--- config.mk ---
export PLATFORM = sky130hd
export DESIGN_NAME = motion_host_end_flat
export DESIGN_NICKNAME = d
export VERILOG_FILES = /design/src/logic/motion_link_pkg.sv /design/src/logic/motion_link_if.sv /design/src/logic/motion_host_end.sv /design/src/flat_wrapper.sv
export SDC_FILE = /design/constraint.sdc
export NUM_CORES = 1
export LEC_CHECK = 0
export ABC_AREA = 1
export ABC_CLOCK_PERIOD_IN_PS = 2100
export BUFFER_PORTS_ARGS = -buffer_cell sky130_fd_sc_hd__buf_2
export CAP_MARGIN = 0
export CORE_ASPECT_RATIO = 1.2
export CORE_MARGIN = 8
export CORE_UTILIZATION = 30
export CTS_CLUSTER_DIAMETER = 50
export DETAILED_ROUTE_END_ITERATION = 7
export PLACE_DENSITY_LB_ADDON = 0.25
export SLEW_MARGIN = 20
export SYNTH_ARGS = -nofsm -noshare
export SYNTH_HDL_FRONTEND = slang
export SYNTH_SLANG_ARGS = --single-unit
export TNS_END_PERCENT = 100
--- constraint.sdc ---
create_clock -name SYS_CLK -period 2.1 [get_ports SYS_CLK]
set_input_delay 0.42 -clock SYS_CLK [delete_from_list [all_inputs] [get_ports SYS_CLK]]
set_output_delay 0.42 -clock SYS_CLK [all_outputs]
set_load 0.01 [all_outputs]
--- src/logic/motion_link_pkg.sv ---
// Shared constants for the motion sensor serial link: timing gaps and
// command encoding. Assumes a 50 MHz system clock on the host side.
package motion_link_pkg;
    localparam int SYS_CLK_MHZ = 50;
    localparam int SCLK_DIV_HALF = 13;
    // Minimum gaps and maximum sensor times, in their own units
    localparam int WRITE_WRITE_GAP_US = 45;
    localparam int WRITE_READ_GAP_US = 45;
    localparam int READ_NEXT_GAP_US = 20;
    localparam int READ_ADDR_DATA_GAP_US = 35;
    localparam int BURST_EXIT_GAP_NS = 500;
    localparam int SELECT_TO_CLOCK_LEAD_NS = 120;
    localparam int CLOCK_TO_DESELECT_LAG_WR_US = 35;
    localparam int CLOCK_TO_DESELECT_LAG_RD_NS = 120;
    localparam int DESELECT_TO_FLOAT_TIME_NS = 500;
    localparam int LOW_POWER_ENTRY_TIME_US = 500;
    localparam int RESET_TO_VALID_DELAY_MS = 50;
    // Cycle counts at 20 ns, minimums rounded up
    localparam int WRITE_GAP_CYC = WRITE_WRITE_GAP_US * SYS_CLK_MHZ;
    localparam int READ_NEXT_GAP_CYC = READ_NEXT_GAP_US * SYS_CLK_MHZ;
    localparam int READ_ADDR_DATA_GAP_CYC = READ_ADDR_DATA_GAP_US * SYS_CLK_MHZ;
    localparam int BURST_EXIT_GAP_CYC = (BURST_EXIT_GAP_NS * SYS_CLK_MHZ + 999) / 1000;
    localparam int SELECT_LEAD_CYC = (SELECT_TO_CLOCK_LEAD_NS * SYS_CLK_MHZ + 999) / 1000;
    localparam int DESELECT_LAG_WR_CYC = CLOCK_TO_DESELECT_LAG_WR_US * SYS_CLK_MHZ;
    localparam int DESELECT_LAG_RD_CYC = (CLOCK_TO_DESELECT_LAG_RD_NS * SYS_CLK_MHZ + 999) / 1000;
    localparam int RESET_VALID_CYC = RESET_TO_VALID_DELAY_MS * 1000 * SYS_CLK_MHZ;
    localparam int RESET_PULSE_CYC = 16;
    // Device side low-power entry, in 32 ns cycles, rounded down
    localparam int LOW_POWER_ENTRY_CYC = (LOW_POWER_ENTRY_TIME_US * 1000) / 32;
    localparam int CNT_W = 24;
    localparam logic [7:0] WRITE_FLAG = 8'h80;
    localparam logic [6:0] SHUTDOWN_ADDR = 7'h3b;
    localparam logic [6:0] RESET_ADDR = 7'h3a;
    localparam logic [6:0] MOTION_FLAG_ADDR = 7'h02;
    localparam logic [7:0] RESET_VALUE = 8'h00;
endpackage

--- src/logic/motion_link_if.sv ---
// Interface joining the host controller and the sensor end.
// The testbench resolves the tri-state data-out wire from its enable.
`timescale 1ns/1ps
interface motion_link_if;
    logic sclk;
    logic cs_n;
    logic mosi;
    logic miso_o;
    logic miso_oe;
    logic motion_n;
    logic hw_reset_n;
    modport host (output sclk, output cs_n, output mosi, output hw_reset_n,
                  input miso_o, input miso_oe, input motion_n);
    modport sensor (input sclk, input cs_n, input mosi, input hw_reset_n,
                    output miso_o, output miso_oe, output motion_n);
endinterface

--- src/logic/motion_host_end.sv ---
// What this block and the sensor end do
// - Motion invalid until 50 ms after reset
// - Sensor reaches low power within 500 us
// - Leave shutdown only through hardware reset
// - Wait 50 ms after shutdown ends
// - Sensor changes output after falling clock
// - Sensor samples input on rising clock
// - Write then next command 45 us
// - Read address to data 35 us
// - Burst exit keeps select high 500 ns
// - Select leads first rising clock 120 ns
// - Write select holds 35 us after clock
// - Read select holds 120 ns after clock
// - Sensor floats output within 500 ns
// - Select and reset are active low
// - Motion pin driven low when pending
// - Serial clock at most 2 MHz, even duty
//
// Host controller: runs one read, write or hardware reset pulse per request, makes the link
// clock by dividing SYS_CLK, and waits out every gap with a counter.
`timescale 1ns/1ps
module motion_host_end #(
    parameter int RESET_VALID_CYCLES = motion_link_pkg::RESET_VALID_CYC
) (
    // Clock and reset
    input wire logic SYS_CLK,
    input wire logic RST,
    // Requests
    input wire logic REQ_VALID,
    input wire logic REQ_WRITE,
    input wire logic REQ_BURST,
    input wire logic REQ_RESET,
    input wire logic [6:0] REQ_ADDR,
    input wire logic [7:0] REQ_DATA,
    output logic REQ_READY,
    output logic RESP_VALID,
    output logic [7:0] RESP_DATA,
    output logic MOTION_VALID,
    output logic MOTION_PENDING,
    // Link
    motion_link_if.host LINK
);
    import motion_link_pkg::*;

    typedef enum {IDLE, RST_PULSE, LEAD, SHIFT, GAP_AD, HOLD, DESEL, GAP} state_type;

    state_type state_reg, state_next;
    logic [CNT_W-1:0] cnt_reg, cnt_next;
    logic [CNT_W-1:0] valid_cnt_reg, valid_cnt_next;
    logic [4:0] div_reg, div_next;
    logic sclk_reg, sclk_next;
    logic cs_n_reg, cs_n_next;
    logic rst_n_reg, rst_n_next;
    logic [7:0] tx_reg, tx_next;
    logic [7:0] rx_reg, rx_next;
    logic [7:0] data_reg, data_next;
    logic [2:0] bit_reg, bit_next;
    logic data_phase_reg, data_phase_next;
    logic write_reg, write_next;
    logic burst_reg, burst_next;
    logic ready_reg, ready_next;
    logic resp_reg, resp_next;
    logic mvalid_reg, mvalid_next;
    logic [1:0] miso_sync_reg, miso_sync_next;
    logic [1:0] mot_sync_reg, mot_sync_next;
    logic [CNT_W-1:0] post_gap;

    function automatic logic [CNT_W-1:0] cyc(input int n);
        return CNT_W'(n - 1);
    endfunction

    always_comb
    begin
        if (write_reg)
            post_gap = cyc(WRITE_GAP_CYC);
        else if (burst_reg)
            post_gap = cyc(BURST_EXIT_GAP_CYC + READ_NEXT_GAP_CYC);
        else
            post_gap = cyc(READ_NEXT_GAP_CYC);
    end

    always_comb
    begin
        state_next = state_reg;
        cnt_next = cnt_reg;
        valid_cnt_next = valid_cnt_reg;
        div_next = div_reg;
        sclk_next = sclk_reg;
        cs_n_next = cs_n_reg;
        rst_n_next = rst_n_reg;
        tx_next = tx_reg;
        rx_next = rx_reg;
        data_next = data_reg;
        bit_next = bit_reg;
        data_phase_next = data_phase_reg;
        write_next = write_reg;
        burst_next = burst_reg;
        ready_next = 1'b0;
        resp_next = 1'b0;
        mvalid_next = mvalid_reg;
        miso_sync_next = {miso_sync_reg[0], LINK.miso_o & LINK.miso_oe};
        mot_sync_next = {mot_sync_reg[0], ~LINK.motion_n};
        if (valid_cnt_reg != '0)
            valid_cnt_next = valid_cnt_reg - 1'b1;
        else
            mvalid_next = 1'b1;
        case (state_reg)
            IDLE:
            begin
                ready_next = 1'b1;
                if (REQ_VALID && ready_reg)
                begin
                    ready_next = 1'b0;
                    write_next = REQ_WRITE;
                    burst_next = REQ_BURST & ~REQ_WRITE;
                    tx_next = {REQ_WRITE, REQ_ADDR};
                    data_next = REQ_DATA;
                    bit_next = 3'h0;
                    data_phase_next = 1'b0;
                    if (REQ_RESET)
                    begin
                        rst_n_next = 1'b0;
                        mvalid_next = 1'b0;
                        cnt_next = cyc(RESET_PULSE_CYC);
                        state_next = RST_PULSE;
                    end
                    else
                    begin
                        cs_n_next = 1'b0;
                        cnt_next = cyc(SELECT_LEAD_CYC);
                        state_next = LEAD;
                    end
                end
            end
            RST_PULSE:
            begin
                // Valid delay stays reloaded for as long as the pulse lasts
                valid_cnt_next = CNT_W'(RESET_VALID_CYCLES);
                mvalid_next = 1'b0;
                cnt_next = cnt_reg - 1'b1;
                if (cnt_reg == '0)
                begin
                    rst_n_next = 1'b1;
                    state_next = IDLE;
                end
            end
            LEAD:
            begin
                cnt_next = cnt_reg - 1'b1;
                if (cnt_reg == '0)
                begin
                    div_next = 5'h0;
                    state_next = SHIFT;
                end
            end
            SHIFT:
            begin
                div_next = div_reg + 5'h1;
                if (div_reg == 5'(SCLK_DIV_HALF - 1))
                begin
                    div_next = 5'h0;
                    sclk_next = ~sclk_reg;
                    if (!sclk_reg)
                    begin
                        rx_next = {rx_reg[6:0], miso_sync_reg[1]};
                        bit_next = bit_reg + 3'h1;
                        if (bit_reg == 3'h7)
                        begin
                            if (!data_phase_reg && !write_reg)
                            begin
                                cnt_next = cyc(READ_ADDR_DATA_GAP_CYC);
                                state_next = GAP_AD;
                            end
                            else if (!data_phase_reg)
                            begin
                                data_phase_next = 1'b1;
                            end
                            else
                            begin
                                cnt_next = write_reg ? cyc(DESELECT_LAG_WR_CYC)
                                                     : cyc(DESELECT_LAG_RD_CYC);
                                state_next = HOLD;
                            end
                        end
                    end
                    else if (bit_reg != 3'h0)
                        tx_next = {tx_reg[6:0], 1'b0};
                    // Data byte goes out from the first falling edge of its phase
                    else if (data_phase_reg)
                        tx_next = write_reg ? data_reg : 8'h00;
                end
            end
            GAP_AD:
            begin
                cnt_next = cnt_reg - 1'b1;
                if (cnt_reg == '0)
                begin
                    data_phase_next = 1'b1;
                    div_next = 5'h0;
                    state_next = SHIFT;
                end
            end
            HOLD:
            begin
                cnt_next = cnt_reg - 1'b1;
                if (cnt_reg == '0)
                begin
                    cs_n_next = 1'b1;
                    state_next = DESEL;
                end
            end
            DESEL:
            begin
                resp_next = ~write_reg;
                data_next = rx_reg;
                cnt_next = post_gap;
                state_next = GAP;
            end
            GAP:
            begin
                cnt_next = cnt_reg - 1'b1;
                if (cnt_reg == '0)
                    state_next = IDLE;
            end
            default:
                state_next = IDLE;
        endcase
    end

    always_ff @(posedge SYS_CLK)
    begin
        if (RST)
        begin
            state_reg <= IDLE;
            cnt_reg <= '0;
            valid_cnt_reg <= CNT_W'(RESET_VALID_CYCLES);
            div_reg <= 5'h0;
            sclk_reg <= 1'b1;
            cs_n_reg <= 1'b1;
            rst_n_reg <= 1'b1;
            tx_reg <= 8'h00;
            rx_reg <= 8'h00;
            data_reg <= 8'h00;
            bit_reg <= 3'h0;
            data_phase_reg <= 1'b0;
            write_reg <= 1'b0;
            burst_reg <= 1'b0;
            ready_reg <= 1'b0;
            resp_reg <= 1'b0;
            mvalid_reg <= 1'b0;
            miso_sync_reg <= 2'h0;
            mot_sync_reg <= 2'h0;
        end
        else
        begin
            state_reg <= state_next;
            cnt_reg <= cnt_next;
            valid_cnt_reg <= valid_cnt_next;
            div_reg <= div_next;
            sclk_reg <= sclk_next;
            cs_n_reg <= cs_n_next;
            rst_n_reg <= rst_n_next;
            tx_reg <= tx_next;
            rx_reg <= rx_next;
            data_reg <= data_next;
            bit_reg <= bit_next;
            data_phase_reg <= data_phase_next;
            write_reg <= write_next;
            burst_reg <= burst_next;
            ready_reg <= ready_next;
            resp_reg <= resp_next;
            mvalid_reg <= mvalid_next;
            miso_sync_reg <= miso_sync_next;
            mot_sync_reg <= mot_sync_next;
        end
    end

    assign LINK.sclk = sclk_reg;
    assign LINK.cs_n = cs_n_reg;
    assign LINK.mosi = tx_reg[7];
    assign LINK.hw_reset_n = rst_n_reg;
    assign REQ_READY = ready_reg;
    assign RESP_VALID = resp_reg;
    assign RESP_DATA = data_reg;
    assign MOTION_VALID = mvalid_reg;
    assign MOTION_PENDING = mot_sync_reg[1];
endmodule

--- src/flat_wrapper.sv ---
// flat-port wrapper written by rule: the top's interface ports become plain ports
module motion_host_end_flat import motion_link_pkg::*;
#(
    parameter int RESET_VALID_CYCLES = motion_link_pkg::RESET_VALID_CYC
)
  (SYS_CLK, RST, REQ_VALID, REQ_WRITE, REQ_BURST, REQ_RESET, REQ_ADDR, REQ_DATA, REQ_READY, RESP_VALID, RESP_DATA, MOTION_VALID, MOTION_PENDING, LINK_sclk, LINK_cs_n, LINK_mosi, LINK_hw_reset_n, LINK_miso_o, LINK_miso_oe, LINK_motion_n);
  motion_link_if LINK_i ();
  input wire logic SYS_CLK;
  input wire logic RST;
  input wire logic REQ_VALID;
  input wire logic REQ_WRITE;
  input wire logic REQ_BURST;
  input wire logic REQ_RESET;
  input wire logic [6:0] REQ_ADDR;
  input wire logic [7:0] REQ_DATA;
  output logic REQ_READY;
  output logic RESP_VALID;
  output logic [7:0] RESP_DATA;
  output logic MOTION_VALID;
  output logic MOTION_PENDING;
  output wire logic [$bits(LINK_i.sclk)-1:0] LINK_sclk;
  output wire logic [$bits(LINK_i.cs_n)-1:0] LINK_cs_n;
  output wire logic [$bits(LINK_i.mosi)-1:0] LINK_mosi;
  output wire logic [$bits(LINK_i.hw_reset_n)-1:0] LINK_hw_reset_n;
  input wire logic [$bits(LINK_i.miso_o)-1:0] LINK_miso_o;
  input wire logic [$bits(LINK_i.miso_oe)-1:0] LINK_miso_oe;
  input wire logic [$bits(LINK_i.motion_n)-1:0] LINK_motion_n;
  assign LINK_sclk = LINK_i.sclk;
  assign LINK_cs_n = LINK_i.cs_n;
  assign LINK_mosi = LINK_i.mosi;
  assign LINK_hw_reset_n = LINK_i.hw_reset_n;
  assign LINK_i.miso_o = LINK_miso_o;
  assign LINK_i.miso_oe = LINK_miso_oe;
  assign LINK_i.motion_n = LINK_motion_n;
  motion_host_end #(.RESET_VALID_CYCLES(RESET_VALID_CYCLES)) u_core (.SYS_CLK(SYS_CLK), .RST(RST), .REQ_VALID(REQ_VALID), .REQ_WRITE(REQ_WRITE), .REQ_BURST(REQ_BURST), .REQ_RESET(REQ_RESET), .REQ_ADDR(REQ_ADDR), .REQ_DATA(REQ_DATA), .REQ_READY(REQ_READY), .RESP_VALID(RESP_VALID), .RESP_DATA(RESP_DATA), .MOTION_VALID(MOTION_VALID), .MOTION_PENDING(MOTION_PENDING), .LINK(LINK_i));
endmodule
# [Word-level counts from Yosys, hierarchy flattened]
# Cells that the tools add are included.
# W data, S select, Z words.
[classes] bitwise=8 n_addsub=4 eq_ne=24 n_reduce_logical=33 muxes=56
[ops] operator="$mux W32" n=9
[ops] operator="$pmux W32 S6" n=1
[ops] operator="$mux W24" n=7
[ops] operator="$eq A32 B3 Y1 const B" n=4
[ops] operator="$pmux W24 S4" n=1
[ops] operator="$eq A32 B2 Y1 const B" n=2
[ops] operator="$mux W8" n=7
[ops] operator="$sub A24 B1 Y24 const B" n=2
[ops] operator="$eq A32 B1 Y1 const B" n=1
[ops] operator="$logic_not A32 Y1" n=1
[ops] operator="$pmux W8 S2" n=2
[ops] operator="$logic_not A24 Y1" n=1
[ops] operator="$reduce_bool A24 Y1" n=1
[ops] operator="$mux W11" n=2
[ops] operator="$ne A2 B1 Y1 const B" n=9
[ops] operator="$mux W1" n=14
[ops] operator="$reduce_and A4 Y1" n=3
[ops] operator="$mux W5" n=2
[ops] operator="$pmux W5 S2" n=1
[ops] operator="$reduce_bool A2 Y1" n=5
[ops] operator="$reduce_or A2 Y1" n=5
[ops] operator="$mux W3" n=3
[ops] operator="$ne A2 B2 Y1 const B" n=4
[ops] operator="$reduce_and A2 Y1" n=4
[ops] operator="other kinds (22)" n=34
[word_totals] word_cells=144 output_inout_bits=16 regBits=125

# [Logic depth before layout (Yosys ltp)]
[logic_depth] ltp_word=7 depth_mapped=12 mapped_depth_nobuf=12

# [Least setup slack after synthesis]
# No wires, ideal clock.
[synth_path] kind="register -> register" startpoint="register u_core.bit_reg[0]" endpoint="register u_core.tx_reg[7]" setup_time_ns=0.113 n_path_buf=1 synth_period_minus_slack_ns=1.600 arrival_time_ns=1.488 slack_ns=0.500 path_stages_with_launch=11 cell_sequence="dfxtp_1 > inv_1 > ha_1 > inv_1 > nor2_1 > inv_1 > nor3_2 > nor3_4 > buf_6 > nor2_1 > nor2_1"
[synth_via] elab_chain_len=5 elab_cells_between_ends=7 cone_classes="eq/ne: 1; mux: 4; reduce/logical: 2"
[synth_lines] element="start, declared" line_no="motion_host_end.sv:57" rtl="logic [2:0] bit_reg, bit_next;"
[synth_lines] element="start signal, assigned" line_no="motion_host_end.sv:266" rtl="bit_reg <= bit_next;"
[synth_lines] element="$reduce_bool A3 Y1 (*)" line_no="motion_host_end.sv:186" rtl="else if (bit_reg != 3'h0)"
[synth_lines] element="$mux W8" line_no="motion_host_end.sv:186"
[synth_lines] element="$mux W8" line_no="motion_host_end.sv:163" rtl="if (!sclk_reg)"
[synth_lines] element="$mux W8" line_no="motion_host_end.sv:159" rtl="if (div_reg == 5'(SCLK_DIV_HALF - 1))"
[synth_lines] element="$pmux W8 S2" line_no="motion_host_end.sv:107" rtl="case (state_reg)"
[synth_lines] element="end signal, assigned" line_no="motion_host_end.sv:263" rtl="tx_reg <= tx_next;"
[synth_lines] element="end, declared" line_no="motion_host_end.sv:54" rtl="logic [7:0] tx_reg, tx_next;"
# Every way passes the cells marked *; elsewhere a longest branch is shown, timed or not. The select of a mux whose other input is x is not followed.
# A chain may end at the register's enable or synchronous reset.

# [Worst setup path after layout]
[layout_path] startpoint="register u_core.div_reg[0]" endpoint="register u_core.cnt_reg[20]"
[layout_via] elab_chain_len=3
[layout_lines] element="start, declared" line_no="motion_host_end.sv:50" rtl="logic [4:0] div_reg, div_next;"
[layout_lines] element="start signal, assigned" line_no="motion_host_end.sv:259" rtl="div_reg <= div_next;"
[layout_lines] element="$eq A5 B4 Y1" line_no="motion_host_end.sv:159"
[layout_lines] element="$ne A2 B1 Y1 (no line)"
[layout_lines] element="$reduce_and A6 Y1 (no line)"
[layout_lines] element="end signal, assigned" line_no="motion_host_end.sv:257" rtl="cnt_reg <= cnt_next;"
[layout_lines] element="end, declared" line_no="motion_host_end.sv:48" rtl="logic [CNT_W-1:0] cnt_reg, cnt_next;"
# Every way passes these cells.

==> flow_summary.toml <==
[global_route]
first_global_vias = 5036
grt_overflow = 0
grt_max_degree = 30
busiest_layer = "met2"
grtUsageMet2 = 0.222
grt_first_pass_wirelength_microns = 24000
grt_use_total = 0.134
met1_usage = 0.163
antenna_found_initial = 1
grt.met3_usage = 0.0317

[timing]
slew_viol_final = 0
finalSetupTns_ns = 0
setup_viol = 0
max_freq_ghz = 0.534
rsz0062_at_grt = "no"
period_needed_ns = 1.87
setup_slack_ns = 0.226
holdWs_ns = 0.205
finalCritPeriodShare = 0.892
maxSlewHeadroom = 0.617
fin_skew_ns = 0.0102
hold_viol_final = 0
worst_slew_pin_slew_ns = 0.573

[final_layout]
area_growth_pct = 15.2
finish.utilization = 0.349
diodes = 0
layout-drive-gt1-share = 0.121
fin_nets = 897

[placed_design]
post-place-ws_ns = 0.179
dpl.hpwl_microns = 10800
place.gp.congestion = 0.830
portBuffers = 39

[logic_synthesis]
ys_ff_latch = 96
syn_area_sq_um = 5260
yosysMostFrequentCell = "nand2_1"
synth_common_cells = "nand2_1 (210), nor2_1 (165), dfxtp_1 (96)"
async_flop_share = 0
ys.flop_type = "dfxtp_1"
synth_top_area_frac = 0.365
synthTopCellsByArea = "dfxtp_1 (37%), nand2_1 (15%), nor2_1 (12%), nand3_1 (5.9%), inv_1 (4.9%)"
yosysUniqueCellTypes = 36
synth_cells = 816
yosys_warnings = 0
yosys.area.top_type = "dfxtp_1"
syn-num-nets = 848
avgSynthCellArea_sq_um = 6.44
ys_seq_area_frac = 0.365
synth_edf_count = 0

[clock_tree]
path_clk_slew_ns = 0.08
clockBufferDepth = 2
cts.sinks = 96
clk_latency_ns = 0.36
ctsHoldBuffers = 0
cts_tree = "built"
h-tree-depth = 3
root_buffer = "clkbuf_16"
cts_buffers = 9

[route]
vias = 5083
wl_microns = 14300
drtAntennaViolNets = 0
drt-initial-drc-count = 242
wl_per_cell_microns = 13.1
drcViolationCount = 0
vias_per_cell = 4.66
drtPass1Iterations = 5

[floorplanning]
die_width_microns = 137
core_area_sq_um = 17400
die_area_sq_um = 22000
ios = 40
dieHeight_microns = 161
start_util = 0.303
placementRows = 53

[worst_setup_path]
cp.buffers_inverters = 2
endpoint_kind = "flip-flop"
crit_chain = "inv_1 > ha_1 > nand2_1 > nor2_2 > nand3_1 > nand2_1 > nand2_4 > inv_2 > nand2_1 > nand2_1 > nand2_1 > nor2_1"
startpoint = "u_core.div_reg[0]"
cpMaxStageDelayCell = "dfxtp_1"
rr_startpoint = "u_core.div_reg[0]"
required_ns = 2.39
path_max_fanout = 21
critPathLaunchType = "flip-flop"
slowest_delay_ns = 0.35
critical_path_class = "reg -> reg"
cpMostUsedCell = "nand2_1"
path_delay_family = "simple AND/OR/NAND/NOR gates"
crit_arrival_ns = 2.17

[outcome]
status = "finished clean"

[hold_path]
worstHoldStart = "LINK_motion_n"
hold_class = "in -> reg"

[power_and_ir_drop]
leakage_nw = 2.74
powerDensity_nw_per_um2 = 1360
vdd_drop_max_mv = 0.427

[run]
maxCapViolCount = 0
[where the power goes]
part           internal, W  switching (W)
registers          0.00223       0.000378
logic              0.00137        0.00264
clock network     0.000827       0.000791
total              0.00443        0.00380
[through the flow]
step	power, W	instances	instance area, sq um
2_1_floorplan	0.00560	816	5260
3_3_place_gp	0.00665	1074	5770
3_5_place_dp	0.00665	1074	5770
4_1_cts	0.00830	1090	6050
5_1_grt	0.00902	1090	6060
6_report	0.00823	1090	6060
[metal layers]
| metal | wire, microns | vias to the layer above | share of wire |
|---|---|---|---|
| li1 | - | 2712 | - |
| met1 | 6740 | 2264 | 0.47 |
| met2 | 6690 | 82 | 0.47 |
| met4 | 355 | 2 | 0.025 |
| met5 | 13 | - | 0.00091 |
| met3 | 498 | 23 | 0.035 |
[worst reg2reg max path, stage by stage (launching register included)]
cell	delay, ns
dfxtp_1	0.35
inv_1	0.07
ha_1	0.13
nand2_1	0.06
nor2_2	0.18
nand3_1	0.11
nand2_1	0.21
nand2_4	0.21
inv_2	0.22
nand2_1	0.08
nand2_1	0.07
nand2_1	0.04
nor2_1	0.08
[cell families after synthesis]
logic type               count (synthesis)  synth area share
AO/OA/AOI/OAI                          112             0.114
AND/OR/NAND/NOR                        478             0.385
flip-flops                              96             0.365
buffers and inverters                  100            0.0795
adder cells (fa/ha/maj)                  8            0.0190
XOR/XNOR                                22            0.0366
[area by class of cell]
class | instances | area (sq um)
clock buffers | 9 | 225
clock inverters | 7 | 62.6
fillers | 1993 | 11300
inverters | 77 | 290
multi-input cells | 620 | 2920
flip-flops and latches | 96 | 1920
well taps | 220 | 275
repair buffers | 61 | 360
[final timing paths]
path	cells past startpoint	slack [ns]	to
worst min register to register	2	0.40	u_core.miso_sync_reg[1]
worst max-delay path	12	0.23	u_core.cnt_reg[20]
worst max register to register	12	0.23	u_core.cnt_reg[20]
worst min-delay path	2	0.20	u_core.mot_sync_reg[0]
[timing repair]
action,CTS,global route
resized for setup,0,1
setup endpoints to repair,0,8
buffers inserted,0,0
[placed cells by master (no fill, tap or decap), types with 7 or more instances in the layout]
master     count
nand2_1      210
nor2_1       164
dfxtp_1       96
inv_1         69
nand3_1       62
o21ai_0       48
a21oi_1       39
buf_2         39
buf_4         22
xnor2_1       13
a31oi_1       11
nand4_1       10
xor2_1         9
clkbuf_16      9
ha_1           8
nor3_1         7
Note: power is estimated with default switching activity, not from simulation.
